`config.mk`:
```
export PLATFORM = sky130hd
export DESIGN_NAME = dttd_top
export DESIGN_NICKNAME = d
export VERILOG_FILES = /design/src/hdl/dttd_pkg.sv /design/src/hdl/dttd_edge.sv /design/src/hdl/dttd_down.sv /design/src/hdl/dttd_top.sv
export SDC_FILE = /design/constraint.sdc
export NUM_CORES = 1
export LEC_CHECK = 0
export ABC_CLOCK_PERIOD_IN_PS = 2300
export BUFFER_PORTS_ARGS = -buffer_cell sky130_fd_sc_hd__buf_2
export CAP_MARGIN = 20
export CORE_MARGIN = 1
export CORE_UTILIZATION = 48
export DETAILED_ROUTE_END_ITERATION = 16
export GPL_TIMING_DRIVEN = 0
export PLACE_DENSITY = 0.78
export SLEW_MARGIN = 15
export SYNTH_ARGS = -nofsm -noshare
export SYNTH_HDL_FRONTEND = slang
export SYNTH_SLANG_ARGS = --single-unit
```
`constraint.sdc`:
```
create_clock -name clk_in -period 2.3 [get_ports clk_in]
set_input_delay 0.115 -clock clk_in [delete_from_list [all_inputs] [get_ports clk_in]]
set_output_delay 0.115 -clock clk_in [all_outputs]
set_load 0.05 [all_outputs]
```
`src/hdl/dttd_pkg.sv`:
```
// Purpose: shared constants and types of the dual timer unit
// Assumes: 8-bit registers, one per aligned 32-bit Wishbone word
// Notes:   offsets are byte addresses
package dttd_pkg;

  // ********************************
  // register offsets
  // ********************************
  localparam logic [7:0] OFS_NCTL   = 8'h00; // narrow_timer_control
  localparam logic [7:0] OFS_MODE   = 8'h04; // timer_mode_control
  localparam logic [7:0] OFS_WCTL   = 8'h08; // wide_timer_control
  localparam logic [7:0] OFS_NRLL   = 8'h0c; // narrow_reload_low
  localparam logic [7:0] OFS_NRLH   = 8'h10; // narrow_reload_high
  localparam logic [7:0] OFS_WRLL   = 8'h14; // wide reload low byte
  localparam logic [7:0] OFS_WRLH   = 8'h18; // wide reload high byte
  localparam logic [7:0] OFS_HCAP   = 8'h1c; // high_capture
  localparam logic [7:0] OFS_LCAP   = 8'h20; // low_capture
  localparam logic [7:0] OFS_ISTAT  = 8'h24; // interrupt status
  localparam logic [7:0] OFS_IMASK  = 8'h28; // interrupt mask

  // ********************************
  // field positions
  // ********************************
  localparam int BIT_EN     = 7; // enable in both control regs
  localparam int BIT_TOUT   = 5; // timeout status in both control regs
  localparam int BIT_DEMOD  = 7; // mode reg: 1 = demodulation
  localparam int BIT_LE_HI  = 5; // logic/edge field high bit
  localparam int BIT_LE_LO  = 4;
  localparam int BIT_SUB_HI = 3; // submode field
  localparam int BIT_SUB_LO = 2;
  localparam int BIT_NINIT  = 1; // narrow initial level / rise flag
  localparam int BIT_WINIT  = 0; // wide initial level / fall flag

  // interrupt status bits
  localparam int IRQ_NTO   = 0;
  localparam int IRQ_WTO   = 1;
  localparam int IRQ_RISE  = 2;
  localparam int IRQ_FALL  = 3;
  localparam int IRQ_CAP   = 4;

  // ********************************
  // reset values
  // ********************************
  localparam logic [7:0] RST_CTL  = 8'h00;
  localparam logic [7:0] RST_RELD = 8'hff;

  // ********************************
  // timing: software events take one timer clock
  // ********************************
  localparam int TCLK_NS     = 10;
  localparam int EVT_DELAY_NS = 10;
  localparam int EVT_DELAY_CYC = (EVT_DELAY_NS + TCLK_NS - 1) / TCLK_NS;

  typedef enum logic [1:0] {
    SUB_NORMAL = 2'b00,
    SUB_ALT    = 2'b01,
    SUB_LOW    = 2'b10,
    SUB_HIGH   = 2'b11
  } dttd_sub_t;

  typedef enum logic [1:0] {
    LE_AND  = 2'b00,
    LE_OR   = 2'b01,
    LE_NOR  = 2'b10,
    LE_NAND = 2'b11
  } dttd_logic_t;

  typedef struct packed {
    logic       we;
    logic [7:0] adr;
    logic [7:0] dat;
  } dttd_wr_t;

endpackage

```
`src/hdl/dttd_edge.sv`:
```
// Purpose: input edge detector with edge selection
// Assumes: input synchronous to clk_in
// Notes:   pulses are one cycle wide
`timescale 1ns/1ns
`default_nettype none
module dttd_edge (
  input  wire logic       clk_in,
  input  wire logic       arst_n_in,
  input  wire logic       sig_in,
  input  wire logic [1:0] sel_in,
  output logic            rise_out,
  output logic            fall_out,
  output logic            hit_out,
  output logic            lvl_out
);
  import dttd_pkg::*;

  logic prev_ff;
  logic nxt_prev;

  always_comb begin
    nxt_prev = sig_in;
  end

  always_ff @(posedge clk_in or negedge arst_n_in) begin
    if (!arst_n_in) begin
      prev_ff <= 1'b0;
    end else begin
      prev_ff <= nxt_prev;
    end
  end

  // sel: 00 none, 01 rising, 10 falling, 11 both
  always_comb begin
    rise_out = sig_in & ~prev_ff;
    fall_out = ~sig_in & prev_ff;
    hit_out  = (sel_in[0] & rise_out) | (sel_in[1] & fall_out);
    lvl_out  = prev_ff;
  end
endmodule
`default_nettype wire

```
`src/hdl/dttd_down.sv`:
```
// Purpose: reloadable down counter with terminal-count pulse
// Assumes: reload applied on load or on terminal count
// Notes:   zero to all-ones wrap without reload is not a timeout
`timescale 1ns/1ns
`default_nettype none
module dttd_down #(
  parameter int W = 8
) (
  input  wire logic         clk_in,
  input  wire logic         arst_n_in,
  input  wire logic         load_in,
  input  wire logic         run_in,
  input  wire logic         autoload_in,
  input  wire logic [W-1:0] reload_in,
  output logic [W-1:0]      count_out,
  output logic              tc_out
);
  import dttd_pkg::*;

  logic [W-1:0] cnt_ff;
  logic [W-1:0] nxt_cnt;

  always_comb begin
    tc_out  = run_in && !load_in && (cnt_ff == '0) && autoload_in;
    nxt_cnt = cnt_ff;
    if (load_in) begin
      nxt_cnt = reload_in;
    end else if (run_in) begin
      if (tc_out) begin
        nxt_cnt = reload_in;
      end else begin
        nxt_cnt = cnt_ff - {{(W-1){1'b0}}, 1'b1};
      end
    end
    count_out = cnt_ff;
  end

  always_ff @(posedge clk_in or negedge arst_n_in) begin
    if (!arst_n_in) begin
      cnt_ff <= '0;
    end else begin
      cnt_ff <= nxt_cnt;
    end
  end
endmodule
`default_nettype wire

```
`src/hdl/dttd_top.sv`:
```
// Purpose: paired narrow/wide timer unit, transmit and pulse measure
// Assumes: classic Wishbone slave, 8-bit data in the low byte
// Notes:   ack one cycle after request; writes act on the next edge
//
// Functional notes
// - waveform mode: wide output takes initial level when wide timer starts
// - wide initial level honoured only in normal or alternating submode; narrow honours it in every submode
// - waveform mode: disabled wide timer holds output at inverse of initial level
// - pulse mode: falling edge sets fall flag; writing one clears it
// - zero to all-ones wrap is never a timeout
// - software-started events act one timer clock after the write
// - pulse mode: narrow timer waits for first selected edge, then counts
// - later selected edge stores complement of count into a capture
// - both edges selected: high capture gets high-time count, low capture low-time count
// - alternating mode: hardware toggles the two enables in turn
// - alternating mode: each terminal count sets that timer's timeout
// - submode: normal, alternating, force low, force high
// - logic/edge field: output combine or measured edge
// - pulse mode: rising edge sets rise flag; writing one clears it
//
// Design decision made here: the Wishbone interface to the registers.
`timescale 1ns/1ns
`default_nettype none
module dttd_top (
  input  wire logic        clk_in,
  input  wire logic        arst_n_in,
  input  wire logic        wb_cyc_in,
  input  wire logic        wb_stb_in,
  input  wire logic        wb_we_in,
  input  wire logic [7:0]  wb_adr_in,
  input  wire logic [3:0]  wb_sel_in,
  input  wire logic [31:0] wb_dat_in,
  output logic [31:0]      wb_dat_out,
  output logic             wb_ack_out,
  input  wire logic        meas_in,
  output logic             wide_timer_output_out,
  output logic             narrow_timer_output_out,
  output logic             combined_output_out,
  output logic             irq_out
);
  import dttd_pkg::*;

  // ********************************
  // register state
  // ********************************
  logic [7:0]  nctl_ff, nxt_nctl;
  logic [7:0]  mode_ff, nxt_mode;
  logic [7:0]  wctl_ff, nxt_wctl;
  logic [7:0]  nrll_ff, nxt_nrll;
  logic [7:0]  nrlh_ff, nxt_nrlh;
  logic [7:0]  wrll_ff, nxt_wrll;
  logic [7:0]  wrlh_ff, nxt_wrlh;
  logic [7:0]  hcap_ff, nxt_hcap;
  logic [7:0]  lcap_ff, nxt_lcap;
  logic [4:0]  ista_ff, nxt_ista;
  logic [4:0]  imsk_ff, nxt_imsk;
  logic        ack_ff, nxt_ack;
  logic [31:0] rdat_ff, nxt_rdat;
  logic        wout_ff, nxt_wout;
  logic        nout_ff, nxt_nout;
  logic        cout_ff, nxt_cout;
  logic        irq_ff, nxt_irq;
  logic        armed_ff, nxt_armed;
  logic        nrun_ff, nxt_nrun;
  logic        wrun_ff, nxt_wrun;
  logic        nphase_ff, nxt_nphase;
  dttd_wr_t    wr_ff, nxt_wr;

  // ********************************
  // decoded control
  // ********************************
  logic        demod;
  logic        nen, wen;
  dttd_sub_t   sub;
  logic [1:0]  lefld;
  logic        ntc, wtc;
  logic [7:0]  ncount;
  logic [15:0] wcount;
  logic        rise, fall, hit, lvl;
  logic        nstart, wstart;
  logic        req, wr_now;

  always_comb begin
    demod = mode_ff[BIT_DEMOD];
    nen   = nctl_ff[BIT_EN];
    wen   = wctl_ff[BIT_EN];
    sub   = dttd_sub_t'(mode_ff[BIT_SUB_HI:BIT_SUB_LO]);
    lefld = mode_ff[BIT_LE_HI:BIT_LE_LO];
    req   = wb_cyc_in && wb_stb_in && !ack_ff;
    // write lands at the acking edge; hardware sees it one edge later
    wr_now = wr_ff.we;
    nstart = nen && !nrun_ff;
    wstart = wen && !wrun_ff && !demod;
  end

  function automatic logic [7:0] hit_reg(input logic [7:0] a, input logic [7:0] o);
    hit_reg = {7'h00, a == o};
  endfunction

  function automatic logic comb_out(input logic [1:0] f, input logic a, input logic b);
    case (f)
      LE_AND:  comb_out = a & b;
      LE_OR:   comb_out = a | b;
      LE_NOR:  comb_out = ~(a | b);
      default: comb_out = ~(a & b);
    endcase
  endfunction

  // ********************************
  // counters and edge detector
  // ********************************
  dttd_edge u_edge (
    .clk_in    (clk_in),
    .arst_n_in (arst_n_in),
    .sig_in    (meas_in),
    .sel_in    (lefld),
    .rise_out  (rise),
    .fall_out  (fall),
    .hit_out   (hit),
    .lvl_out   (lvl)
  );

  // pulse mode turns autoload off, so free-running wrap gives no timeout
  dttd_down #(.W(8)) u_narrow (
    .clk_in      (clk_in),
    .arst_n_in   (arst_n_in),
    .load_in     (nstart || (demod && armed_ff && hit)),
    .run_in      (nen && nrun_ff && (!demod || armed_ff)),
    .autoload_in (!demod),
    .reload_in   (nphase_ff ? nrlh_ff : nrll_ff),
    .count_out   (ncount),
    .tc_out      (ntc)
  );

  dttd_down #(.W(16)) u_wide (
    .clk_in      (clk_in),
    .arst_n_in   (arst_n_in),
    .load_in     (wstart),
    .run_in      (wen && wrun_ff && !demod),
    .autoload_in (1'b1),
    .reload_in   ({wrlh_ff, wrll_ff}),
    .count_out   (wcount),
    .tc_out      (wtc)
  );

  // ********************************
  // next-state logic
  // ********************************
  always_comb begin
    nxt_nctl   = nctl_ff;
    nxt_mode   = mode_ff;
    nxt_wctl   = wctl_ff;
    nxt_nrll   = nrll_ff;
    nxt_nrlh   = nrlh_ff;
    nxt_wrll   = wrll_ff;
    nxt_wrlh   = wrlh_ff;
    nxt_hcap   = hcap_ff;
    nxt_lcap   = lcap_ff;
    nxt_ista   = ista_ff;
    nxt_imsk   = imsk_ff;
    nxt_armed  = armed_ff;
    nxt_nphase = nphase_ff;
    nxt_nrun   = nen;
    nxt_wrun   = wen && !demod;
    nxt_wout   = wout_ff;
    nxt_nout   = nout_ff;
    nxt_ack    = req;
    nxt_rdat   = rdat_ff;
    nxt_wr     = '0;

    // bus: capture request, apply write one edge later
    if (req) begin
      nxt_wr.we  = wb_we_in && wb_sel_in[0];
      nxt_wr.adr = wb_adr_in;
      nxt_wr.dat = wb_dat_in[7:0];
      unique case (wb_adr_in)
        OFS_NCTL:  nxt_rdat = {24'h0, nctl_ff};
        OFS_MODE:  nxt_rdat = {24'h0, mode_ff};
        OFS_WCTL:  nxt_rdat = {24'h0, wctl_ff};
        OFS_NRLL:  nxt_rdat = {24'h0, nrll_ff};
        OFS_NRLH:  nxt_rdat = {24'h0, nrlh_ff};
        OFS_WRLL:  nxt_rdat = {24'h0, wrll_ff};
        OFS_WRLH:  nxt_rdat = {24'h0, wrlh_ff};
        OFS_HCAP:  nxt_rdat = {24'h0, hcap_ff};
        OFS_LCAP:  nxt_rdat = {24'h0, lcap_ff};
        OFS_ISTAT: nxt_rdat = {27'h0, ista_ff};
        OFS_IMASK: nxt_rdat = {27'h0, imsk_ff};
        default:   nxt_rdat = 32'h0;
      endcase
    end

    // software writes; status bits are write-one-to-clear
    if (wr_now) begin
      if (|hit_reg(wr_ff.adr, OFS_NCTL)) begin
        nxt_nctl = {wr_ff.dat[7:6], nctl_ff[BIT_TOUT] & ~wr_ff.dat[BIT_TOUT], wr_ff.dat[4:0]};
      end
      if (|hit_reg(wr_ff.adr, OFS_WCTL)) begin
        nxt_wctl = {wr_ff.dat[7:6], wctl_ff[BIT_TOUT] & ~wr_ff.dat[BIT_TOUT], wr_ff.dat[4:0]};
      end
      if (|hit_reg(wr_ff.adr, OFS_MODE)) begin
        if (demod) begin
          nxt_mode = {wr_ff.dat[7:2], mode_ff[1:0] & ~wr_ff.dat[1:0]};
        end else begin
          nxt_mode = wr_ff.dat;
        end
      end
      if (|hit_reg(wr_ff.adr, OFS_NRLL))  nxt_nrll = wr_ff.dat;
      if (|hit_reg(wr_ff.adr, OFS_NRLH))  nxt_nrlh = wr_ff.dat;
      if (|hit_reg(wr_ff.adr, OFS_WRLL))  nxt_wrll = wr_ff.dat;
      if (|hit_reg(wr_ff.adr, OFS_WRLH))  nxt_wrlh = wr_ff.dat;
      if (|hit_reg(wr_ff.adr, OFS_ISTAT)) nxt_ista = ista_ff & ~wr_ff.dat[4:0];
      if (|hit_reg(wr_ff.adr, OFS_IMASK)) nxt_imsk = wr_ff.dat[4:0];
    end

    if (!nen) begin
      nxt_armed  = 1'b0;
      nxt_nphase = 1'b0;
    end

    if (!demod) begin
      // transmit: narrow alternates low/high reload halves
      if (nstart) begin
        nxt_nout   = mode_ff[BIT_NINIT];
        nxt_nphase = 1'b0;
      end else if (!nen) begin
        nxt_nout = ~mode_ff[BIT_NINIT];
      end else if (ntc) begin
        nxt_nout   = ~nout_ff;
        nxt_nphase = ~nphase_ff;
      end
      // hardware event set wins over software clear
      if (ntc) begin
        nxt_nctl[BIT_TOUT] = 1'b1;
        nxt_ista[IRQ_NTO]  = 1'b1;
      end
      if (wtc) begin
        nxt_wctl[BIT_TOUT] = 1'b1;
        nxt_ista[IRQ_WTO]  = 1'b1;
      end
      if (sub == SUB_ALT) begin
        // one timer counts at a time; each terminal count hands over
        if (ntc) begin
          nxt_nctl[BIT_EN] = 1'b0;
          nxt_wctl[BIT_EN] = 1'b1;
        end else if (wtc) begin
          nxt_wctl[BIT_EN] = 1'b0;
          nxt_nctl[BIT_EN] = 1'b1;
        end
      end
      // wide output: forced submodes ignore the initial bit
      unique case (sub)
        SUB_LOW:  nxt_wout = 1'b0;
        SUB_HIGH: nxt_wout = 1'b1;
        default: begin
          if (wstart) begin
            nxt_wout = mode_ff[BIT_WINIT];
          end else if (!wen) begin
            nxt_wout = ~mode_ff[BIT_WINIT];
          end else if (wtc) begin
            nxt_wout = ~wout_ff;
          end
        end
      endcase
    end else begin
      // pulse measure: edge flags, arm on first edge, capture later
      if (rise) nxt_mode[BIT_NINIT] = 1'b1;
      if (fall) nxt_mode[BIT_WINIT] = 1'b1;
      if (rise) nxt_ista[IRQ_RISE] = 1'b1;
      if (fall) nxt_ista[IRQ_FALL] = 1'b1;
      if (nen && nrun_ff && hit) begin
        if (!armed_ff) begin
          nxt_armed = 1'b1;
        end else begin
          // level before the edge names the period that just ended
          if (lvl) nxt_hcap = ~ncount;
          else     nxt_lcap = ~ncount;
          nxt_ista[IRQ_CAP] = 1'b1;
        end
      end
    end

    nxt_cout = comb_out(lefld, nxt_nout, nxt_wout);
    nxt_irq  = |(nxt_ista & nxt_imsk);
  end

  // ********************************
  // registers
  // ********************************
  always_ff @(posedge clk_in or negedge arst_n_in) begin
    if (!arst_n_in) begin
      nctl_ff   <= RST_CTL;
      mode_ff   <= RST_CTL;
      wctl_ff   <= RST_CTL;
      nrll_ff   <= RST_RELD;
      nrlh_ff   <= RST_RELD;
      wrll_ff   <= RST_RELD;
      wrlh_ff   <= RST_RELD;
      hcap_ff   <= 8'h00;
      lcap_ff   <= 8'h00;
      ista_ff   <= 5'h00;
      imsk_ff   <= 5'h00;
      ack_ff    <= 1'b0;
      rdat_ff   <= 32'h0;
      wout_ff   <= 1'b1;
      nout_ff   <= 1'b1;
      cout_ff   <= 1'b1;
      irq_ff    <= 1'b0;
      armed_ff  <= 1'b0;
      nrun_ff   <= 1'b0;
      wrun_ff   <= 1'b0;
      nphase_ff <= 1'b0;
      wr_ff     <= '0;
    end else begin
      nctl_ff   <= nxt_nctl;
      mode_ff   <= nxt_mode;
      wctl_ff   <= nxt_wctl;
      nrll_ff   <= nxt_nrll;
      nrlh_ff   <= nxt_nrlh;
      wrll_ff   <= nxt_wrll;
      wrlh_ff   <= nxt_wrlh;
      hcap_ff   <= nxt_hcap;
      lcap_ff   <= nxt_lcap;
      ista_ff   <= nxt_ista;
      imsk_ff   <= nxt_imsk;
      ack_ff    <= nxt_ack;
      rdat_ff   <= nxt_rdat;
      wout_ff   <= nxt_wout;
      nout_ff   <= nxt_nout;
      cout_ff   <= nxt_cout;
      irq_ff    <= nxt_irq;
      armed_ff  <= nxt_armed;
      nrun_ff   <= nxt_nrun;
      wrun_ff   <= nxt_wrun;
      nphase_ff <= nxt_nphase;
      wr_ff     <= nxt_wr;
    end
  end

  always_comb begin
    wb_dat_out              = rdat_ff;
    wb_ack_out              = ack_ff;
    wide_timer_output_out   = wout_ff;
    narrow_timer_output_out = nout_ff;
    combined_output_out     = cout_ff;
    irq_out                 = irq_ff;
  end
endmodule
`default_nettype wire

```
==> results of run 1 <==
-- synthesized netlist by cell type (18+ instances only) --
master / n
a21oi_1: 37
nand2_1: 70
dfrtp_1: 106
buf_4: 24
and2_1: 18
mux2_2: 66
clkbuf_1: 29
nor2_1: 36
dfstp_2: 35
nor3_1: 18
o21ai_0: 56
-- where the power goes --
group          internal, mW  total (mW)  switching (mW)
logic                 0.382        1.01           0.625
clock network          1.64        2.68            1.05
registers              2.61        2.80           0.183
-- flip-flops by register name (all words and copies together) (netlist names), 8 cells and up --
signal              count
hcap_ff                 8
nrll_ff                 8
wrlh_ff                 8
u_narrow.count_out      8
nctl_ff                 8
wb_dat_out              8
wr_ff                  16
u_wide.count_out       16
wctl_ff                 8
wrll_ff                 8
mode_ff                 8
lcap_ff                 8
nrlh_ff                 8
-- routing by layer --
metal / part of all wire (%) / up-vias
met5: 0 / -
met4: 3.2 / 0
met3: 9.8 / 49
met2: 47 / 321
met1: 40 / 2881
li1: - / 2707
-- final timing paths --
check                           cells after the start  slack (ps)                         endpoint
worst max-delay path                                6        -130                irq_out$_DFF_PN0_
worst min-delay path                                2          20              wr_ff[12]$_DFF_PN0_
worst max register to register                      6        -130                irq_out$_DFF_PN0_
worst min register to register                      2         470        wb_dat_out[7]$_DFFE_PN0P_
max in group asynchronous                           3        1290           nrll_ff[1]$_DFFE_PN1P_
min in group asynchronous                           2         210  u_wide.count_out[0]$_DFFE_PN0P_
-- worst max-delay path: stages (launching register included) --
cell and delay, ps:
dfrtp_1 390, or4b_4 590, nor3_4 260, buf_6 170
mux2_4 310, a221o_1 320, a221o_1 270
-- layout make-up --
cell class	count	area (um2)	share of cell area (%)
clock buffer	20	457	5.20
buffer	59	344	3.92
clock inverter	12	120	1.37
timing repair buffer	65	475	5.42
inverter	14	52.6	0.599
tap	184	230	2.62
sequential	141	3570	40.7
multi-input combinational	507	3520	40.2
-- timing repair --
| item | in CTS | in global routing |
|---|---|---|
| hold endpoints to repair | 73 | 0 |
| pin swaps | 3 | 5 |
| resized for setup | 24 | 13 |
| hold buffers | 16 | 0 |
| endpoints found under the setup margin | 29 | 28 |
| buffers inserted | 3 | 9 |
-- cell families after synthesis --
| group | after synthesis | share of synthesized area (%) |
|---|---|---|
| compound gates | 160 | 13.5 |
| xor+xnor | 1 | 0.120 |
| other cells | 1 | 0.0515 |
| mux | 87 | 14.6 |
| flops | 141 | 49.0 |
| simple gates | 231 | 16.8 |
| buf+inv | 73 | 5.12 |
| fa+ha+maj | 4 | 0.687 |
-- stage by stage --
stage / util [%] / cells / power [mW]
final: 59.7 / 1002 / 6.49
after global routing: 59.7 / 1002 / 6.72
after CTS: 59.1 / 992 / 6.45
after detailed placement: 53.2 / 941 / 3.71
after global placement: 53.0 / 940 / 3.68
after floorplan: - / 721 / 3.42
==> parameters.txt, run 1 <==
Parameter                              Value

Clock network
  Clock tree buffer depth    2
  CTS tree    yes
  Number of clock sinks    141
  CTS HTree Levels    4
  Clock buffer count from CTS    17
  Clock latency of the later-clocked register in the worst-skew pair    430 ps
  Root buffer cell    clkbuf_16
  Clock-pin slew on the worst setup and hold paths    60 ps

Global routing
  Met3 Usage GRT    7.96%
  Met1 routing resource usage after global routing    34.7%
  Number of global-route vias before repair    5671
  Largest net degree at the start of global routing    83
  Total global-route track usage    27.0%
  Met2 track demand over resource in global routing    42.2%
  Global-route congestion overflow total    0
  GRT Max-Usage Layer    met2
  Global-route wire length before repair    31800 um
  Initial antenna violation count    0

Hold path
  Hold Crit Class    in2reg
  Start point of the worst hold path    wb_adr_in[4]

Floorplan
  Overall die area    0.0157 mm2
  Ports placed on the boundary    87
  Height of the die    125 um
  Die boundary width    125 um
  Initial core utilization    49.6%
  Core ar.    0.0147 mm2
  Number of placement rows    44

Setup path
  Critical Path Fanout Max    3
  Data required time at the worst endpoint    2600 ps
  WS Path Type    reg2reg
  Startpoint class of the critical path    register
  Type of element capturing the critical path    register
  Critical path startpoint    wr_ff[14]$_DFF_PN0_
  Source of the worst register-to-register timing path    wr_ff[14]$_DFF_PN0_
  Data arrival time of the critical path    2730 ps

Synth
  Main area contributors after synthesis    dfrtp_1 (36%), dfstp_2 (13%), mux2_2 (10%)
  Number of flops mapped to enable cells by yosys    0
  Count of unique library cells instantiated by Yosys    66
  Total of flip-flops plus latches after synthesis    141
  Portion of synthesized cell area occupied by the leading cell type    36.4%
  Number of instances in the synthesized netlist    698
  Mapped cell area    0.00729 mm2
  Cell accounting for the most synthesized area    dfrtp_1
  Dominant register cell in the synthesized netlist    dfrtp_1
  Async S/R FF share, synth    100%
  Part of the Yosys area used for sequential elements    49.0%
  Yosys warning count    0
  Average footprint of a synthesized cell    10.4 um2

Pwr
  P per Cell Area    739 mW/mm2
  Maximum resistive drop on vdd    0.000570 V
  Leak Pwr    3.92 nW

Detailed routing
  Routed wire length    20400 um
  Router iterations before antenna repair    8
  Detailed-route DRC error count    0
  Vias per cell    5.95
  DRC violation total after the first TritonRoute iteration    727
  Via count    5958
  Remaining antenna violation count after routing    0
  Average wire length per cell after detail routing    20.3 um

Status
  Violated checks    setup timing
  Status    finished, violations left

STA
  Total negative slack for setup checks    -340 ps
  Setup violators final    8
  Final Skew    7.29 ps
  Tcrit/Tclk final    106%
  Highest clock rate    0.412 GHz
  Worst-Margin Slew    904 ps
  Hold Worst Slack    20.7 ps
  Post-layout minimum cycle time    2430 ps
  Final Max Slew Viols    0
  Max transition margin    39.4%
  RSZ-0062 raised after global routing    true
  Worst-case setup margin in the final layout    -127 ps
  Hold Vio Cnt, Final    0

Job
  Count of max-cap constraint violations    0

Finish
  Most common cell after layout, fill and taps aside    dfrtp_1
  Diode count    0
  Leading cell types in the layout, fill and taps excluded    dfrtp_1 (104), nand2_1 (69), mux2_2 (63), o21ai_0 (56), a21oi_1 (37)
  Number of nets at the end of the flow    859
  Synthesis-to-layout area growth    20.5%
  Fillcell total    1183
  Proportion of layout cells with a drive suffix above 1    30.6%
  Final Cell Area    0.00878 mm2

Placed design
  Setup slack after placement    -582 ps
  Placement Cell Area    0.00782 mm2
  Detailed-placement wirelength estimate    14100 um
  Routability-driven placement congestion ratio    0.941
  IO buf count    35
Power figures use the tool's default switching activity.
==> run 2, diff against run 1 <==
--- a/config.mk
+++ b/config.mk
@@ -5,14 +5,13 @@
 export SDC_FILE = /design/constraint.sdc
 export NUM_CORES = 1
 export LEC_CHECK = 0
-export ABC_CLOCK_PERIOD_IN_PS = 2300
+export ABC_CLOCK_PERIOD_IN_PS = 2900
 export BUFFER_PORTS_ARGS = -buffer_cell sky130_fd_sc_hd__buf_2
 export CAP_MARGIN = 20
-export CORE_MARGIN = 1
 export CORE_UTILIZATION = 48
 export DETAILED_ROUTE_END_ITERATION = 16
 export GPL_TIMING_DRIVEN = 0
-export PLACE_DENSITY = 0.78
+export PLACE_DENSITY = 0.76
 export SLEW_MARGIN = 15
 export SYNTH_ARGS = -nofsm -noshare
 export SYNTH_HDL_FRONTEND = slang
==> constraint.sdc (replaced) <==
create_clock -name clk_in -period 2.9 [get_ports clk_in]
set_input_delay 0.145 -clock clk_in [delete_from_list [all_inputs] [get_ports clk_in]]
set_output_delay 0.145 -clock clk_in [all_outputs]
set_load 0.05 [all_outputs]
==> run 2 against run 1 <==
Against the previous run:
- the flow now finishes without violations
- power fell by 21%
- critical path depth increased by 3
- sequential power is 21% lower
- count of clock-buffer cells in the layout down 3
- utilization is 1.3 points lower
- largest power group is now clock
==> parameters.txt, run 2 (same netlist as run 1, synthesis figures left out) <==
Parameter                              Value

Floorplan
  Number of placement rows    44
  Die boundary width    125 um
  Core ar.    0.0147 mm2
  Initial core utilization    49.6%
  Height of the die    125 um
  Overall die area    0.0157 mm2
  Ports placed on the boundary    87

Setup path
  Startpoint class of the critical path    register
  Data arrival time of the critical path    3130 ps
  Type of element capturing the critical path    register
  Data required time at the worst endpoint    3270 ps
  Critical register-to-register path endpoint    u_narrow.count_out[4]$_DFFE_PN0P_
  R2r worst-path depth    9
  Setup slack on the worst flop-to-flop path    140 ps
  Cells along the critical path    inv_1 > ha_1 > nor4b_2 > and3_1 > a221oi_1 > clkbuf_1 > nand3b_1 > o32ai_1 > a22o_1
  WS Path Type    reg2reg
  CP peak stage delay    450 ps
  Buffers & Inverters on Critical Path    2
  Source of the worst register-to-register timing path    u_narrow.count_out[0]$_DFFE_PN0P_
  Critical Path Fanout Max    10
  Slowest stage cell, crit path    dfrtp_1
  Dominant delay contributor by cell family on the critical path    compound AO/OA/AOI/OAI gates
  Critical path startpoint    u_narrow.count_out[0]$_DFFE_PN0P_
  Total stage count of the critical path    9
  Worst Setup EP    u_narrow.count_out[4]$_DFFE_PN0P_

Status
  Status    complete, no violations

STA
  Hold Vio Cnt, Final    0
  Setup violators final    0
  Tcrit/Tclk final    95.2%
  Max transition margin    41.4%
  RSZ-0062 raised after global routing    false
  Worst-Margin Slew    872 ps
  Highest clock rate    0.362 GHz
  Final Max Slew Viols    0
  Post-layout minimum cycle time    2760 ps
  Total negative slack for setup checks    0 ps
  Final Skew    10.5 ps

Finish
  Proportion of layout cells with a drive suffix above 1    27.3%
  Final standard cell utilization of the core    58.4%
  Most common cell after layout, fill and taps aside    dfrtp_1
  Diode count    0
  Number of nets at the end of the flow    846
  Synthesis-to-layout area growth    17.8%
  Leading cell types in the layout, fill and taps excluded    dfrtp_1 (106), nand2_1 (70), mux2_2 (66), o21ai_0 (56), a21oi_1 (37)

Job
  Count of max-cap constraint violations    0

Placed design
  Routability-driven placement congestion ratio    0.913
  IO buf count    35
  Detailed-placement wirelength estimate    13900 um

Detailed routing
  DRC violation total after the first TritonRoute iteration    590
  Router iterations before antenna repair    14
  Detailed-route DRC error count    0
  Via count    5992
  Routed wire length    19900 um
  Remaining antenna violation count after routing    0
  Vias per cell    6.06
  Average wire length per cell after detail routing    20.1 um

Clock network
  Clock buffer count from CTS    17
  CTS HTree Levels    4
  Clock latency of the later-clocked register in the worst-skew pair    430 ps
  Number of clock sinks    141
  Post-CTS Setup Repair Bufs    0
  CTS tree    yes
  Clock-pin slew on the worst setup and hold paths    70 ps
  Root buffer cell    clkbuf_16
  Clock tree buffer depth    2

Pwr
  Power Internal    3.57 mW
  Switching Share    30.8%
  P per Cell Area    601 mW/mm2
  Clock network power share    42.9%
  Maximum resistive drop on vdd    0.000519 V
  Combinational cell fraction of total power    14.4%
  Switching power summed over all nets    1.59 mW
  Power share of the sequential group    42.7%
  Leak Pwr    3.82 nW

Global routing
  Met3 Usage GRT    7.02%
  GRT Max-Usage Layer    met2
  Met2 track demand over resource in global routing    39.8%
  Number of global-route vias before repair    5764
  Met1 routing resource usage after global routing    34.8%
  Global-route wire length before repair    31400 um
  Initial antenna violation count    0
  Largest net degree at the start of global routing    77
  Global-route congestion overflow total    0
  Total global-route track usage    26.5%

Hold path
  Hold Crit Class    in2reg
  Start point of the worst hold path    wb_adr_in[4]
==> run 2: power groups by stage <==
| stage | clock [mW] | sequential [mW] | combinational (mW) |
|---|---|---|---|
| detailed placement | 0 | 2.23 | 0.709 |
| CTS | 2.22 | 2.20 | 0.730 |
| finish | 2.21 | 2.20 | 0.741 |
| floorplan | 0 | 2.21 | 0.508 |
| global route | 2.31 | 2.21 | 0.817 |
| global placement | 0 | 2.23 | 0.692 |
==> run 2: metrics by stage <==
stage	hold slack [ps]	power, mW	worst slack, ps	area [um2]	instances
floorplan	-151	2.71	544	7370	721
global placement	333	2.92	-293	7780	940
detailed placement	130	2.94	187	7820	941
CTS	20.4	5.15	149	8570	989
global route	43.6	5.34	6.77	8580	989
finish	43.7	5.15	139	8580	989
==> run 2: how the worst min path moves through the flow <==
stage / end / slack, ps / depth (start not counted)
floorplan: armed_ff$_DFF_PN0_ / -150 / 0
global placement: u_edge.lvl_out$_DFF_PN0_ / 330 / 1
detailed placement: wrun_ff$_DFF_PN0_ / 130 / 1
CTS: wr_ff[13]$_DFF_PN0_ / 20 / 3
global route: wr_ff[12]$_DFF_PN0_ / 40 / 2
finish: wr_ff[12]$_DFF_PN0_ / 40 / 2
==> run 2: final cells by class <==
type / count / area, um2
Fill cell: 1235 / 6120
Sequential cell: 141 / 3570
Multi-Input combinational cell: 507 / 3440
Clock buffer: 17 / 425
Timing Repair Buffer: 52 / 373
Buffer: 59 / 320
Tap cell: 184 / 230
Clock inverter: 15 / 168
Inverter: 14 / 52.6
==> run 2: per-layer routing <==
metal  wire (um)  part of all wire [%]  up-vias
met5           0                     0        -
met2        8830                    44      336
li1            -                     -     2674
met1        8270                    42     2915
met3        1750                   8.8       67
met4        1020                   5.1        0
==> run 2: repair_timing <==
action / in CTS / in global routing
hold buffers: 16 / 0
hold endpoints to repair: 52 / 0
gates resized for setup: 0 / 1
setup endpoints to repair: 0 / 1
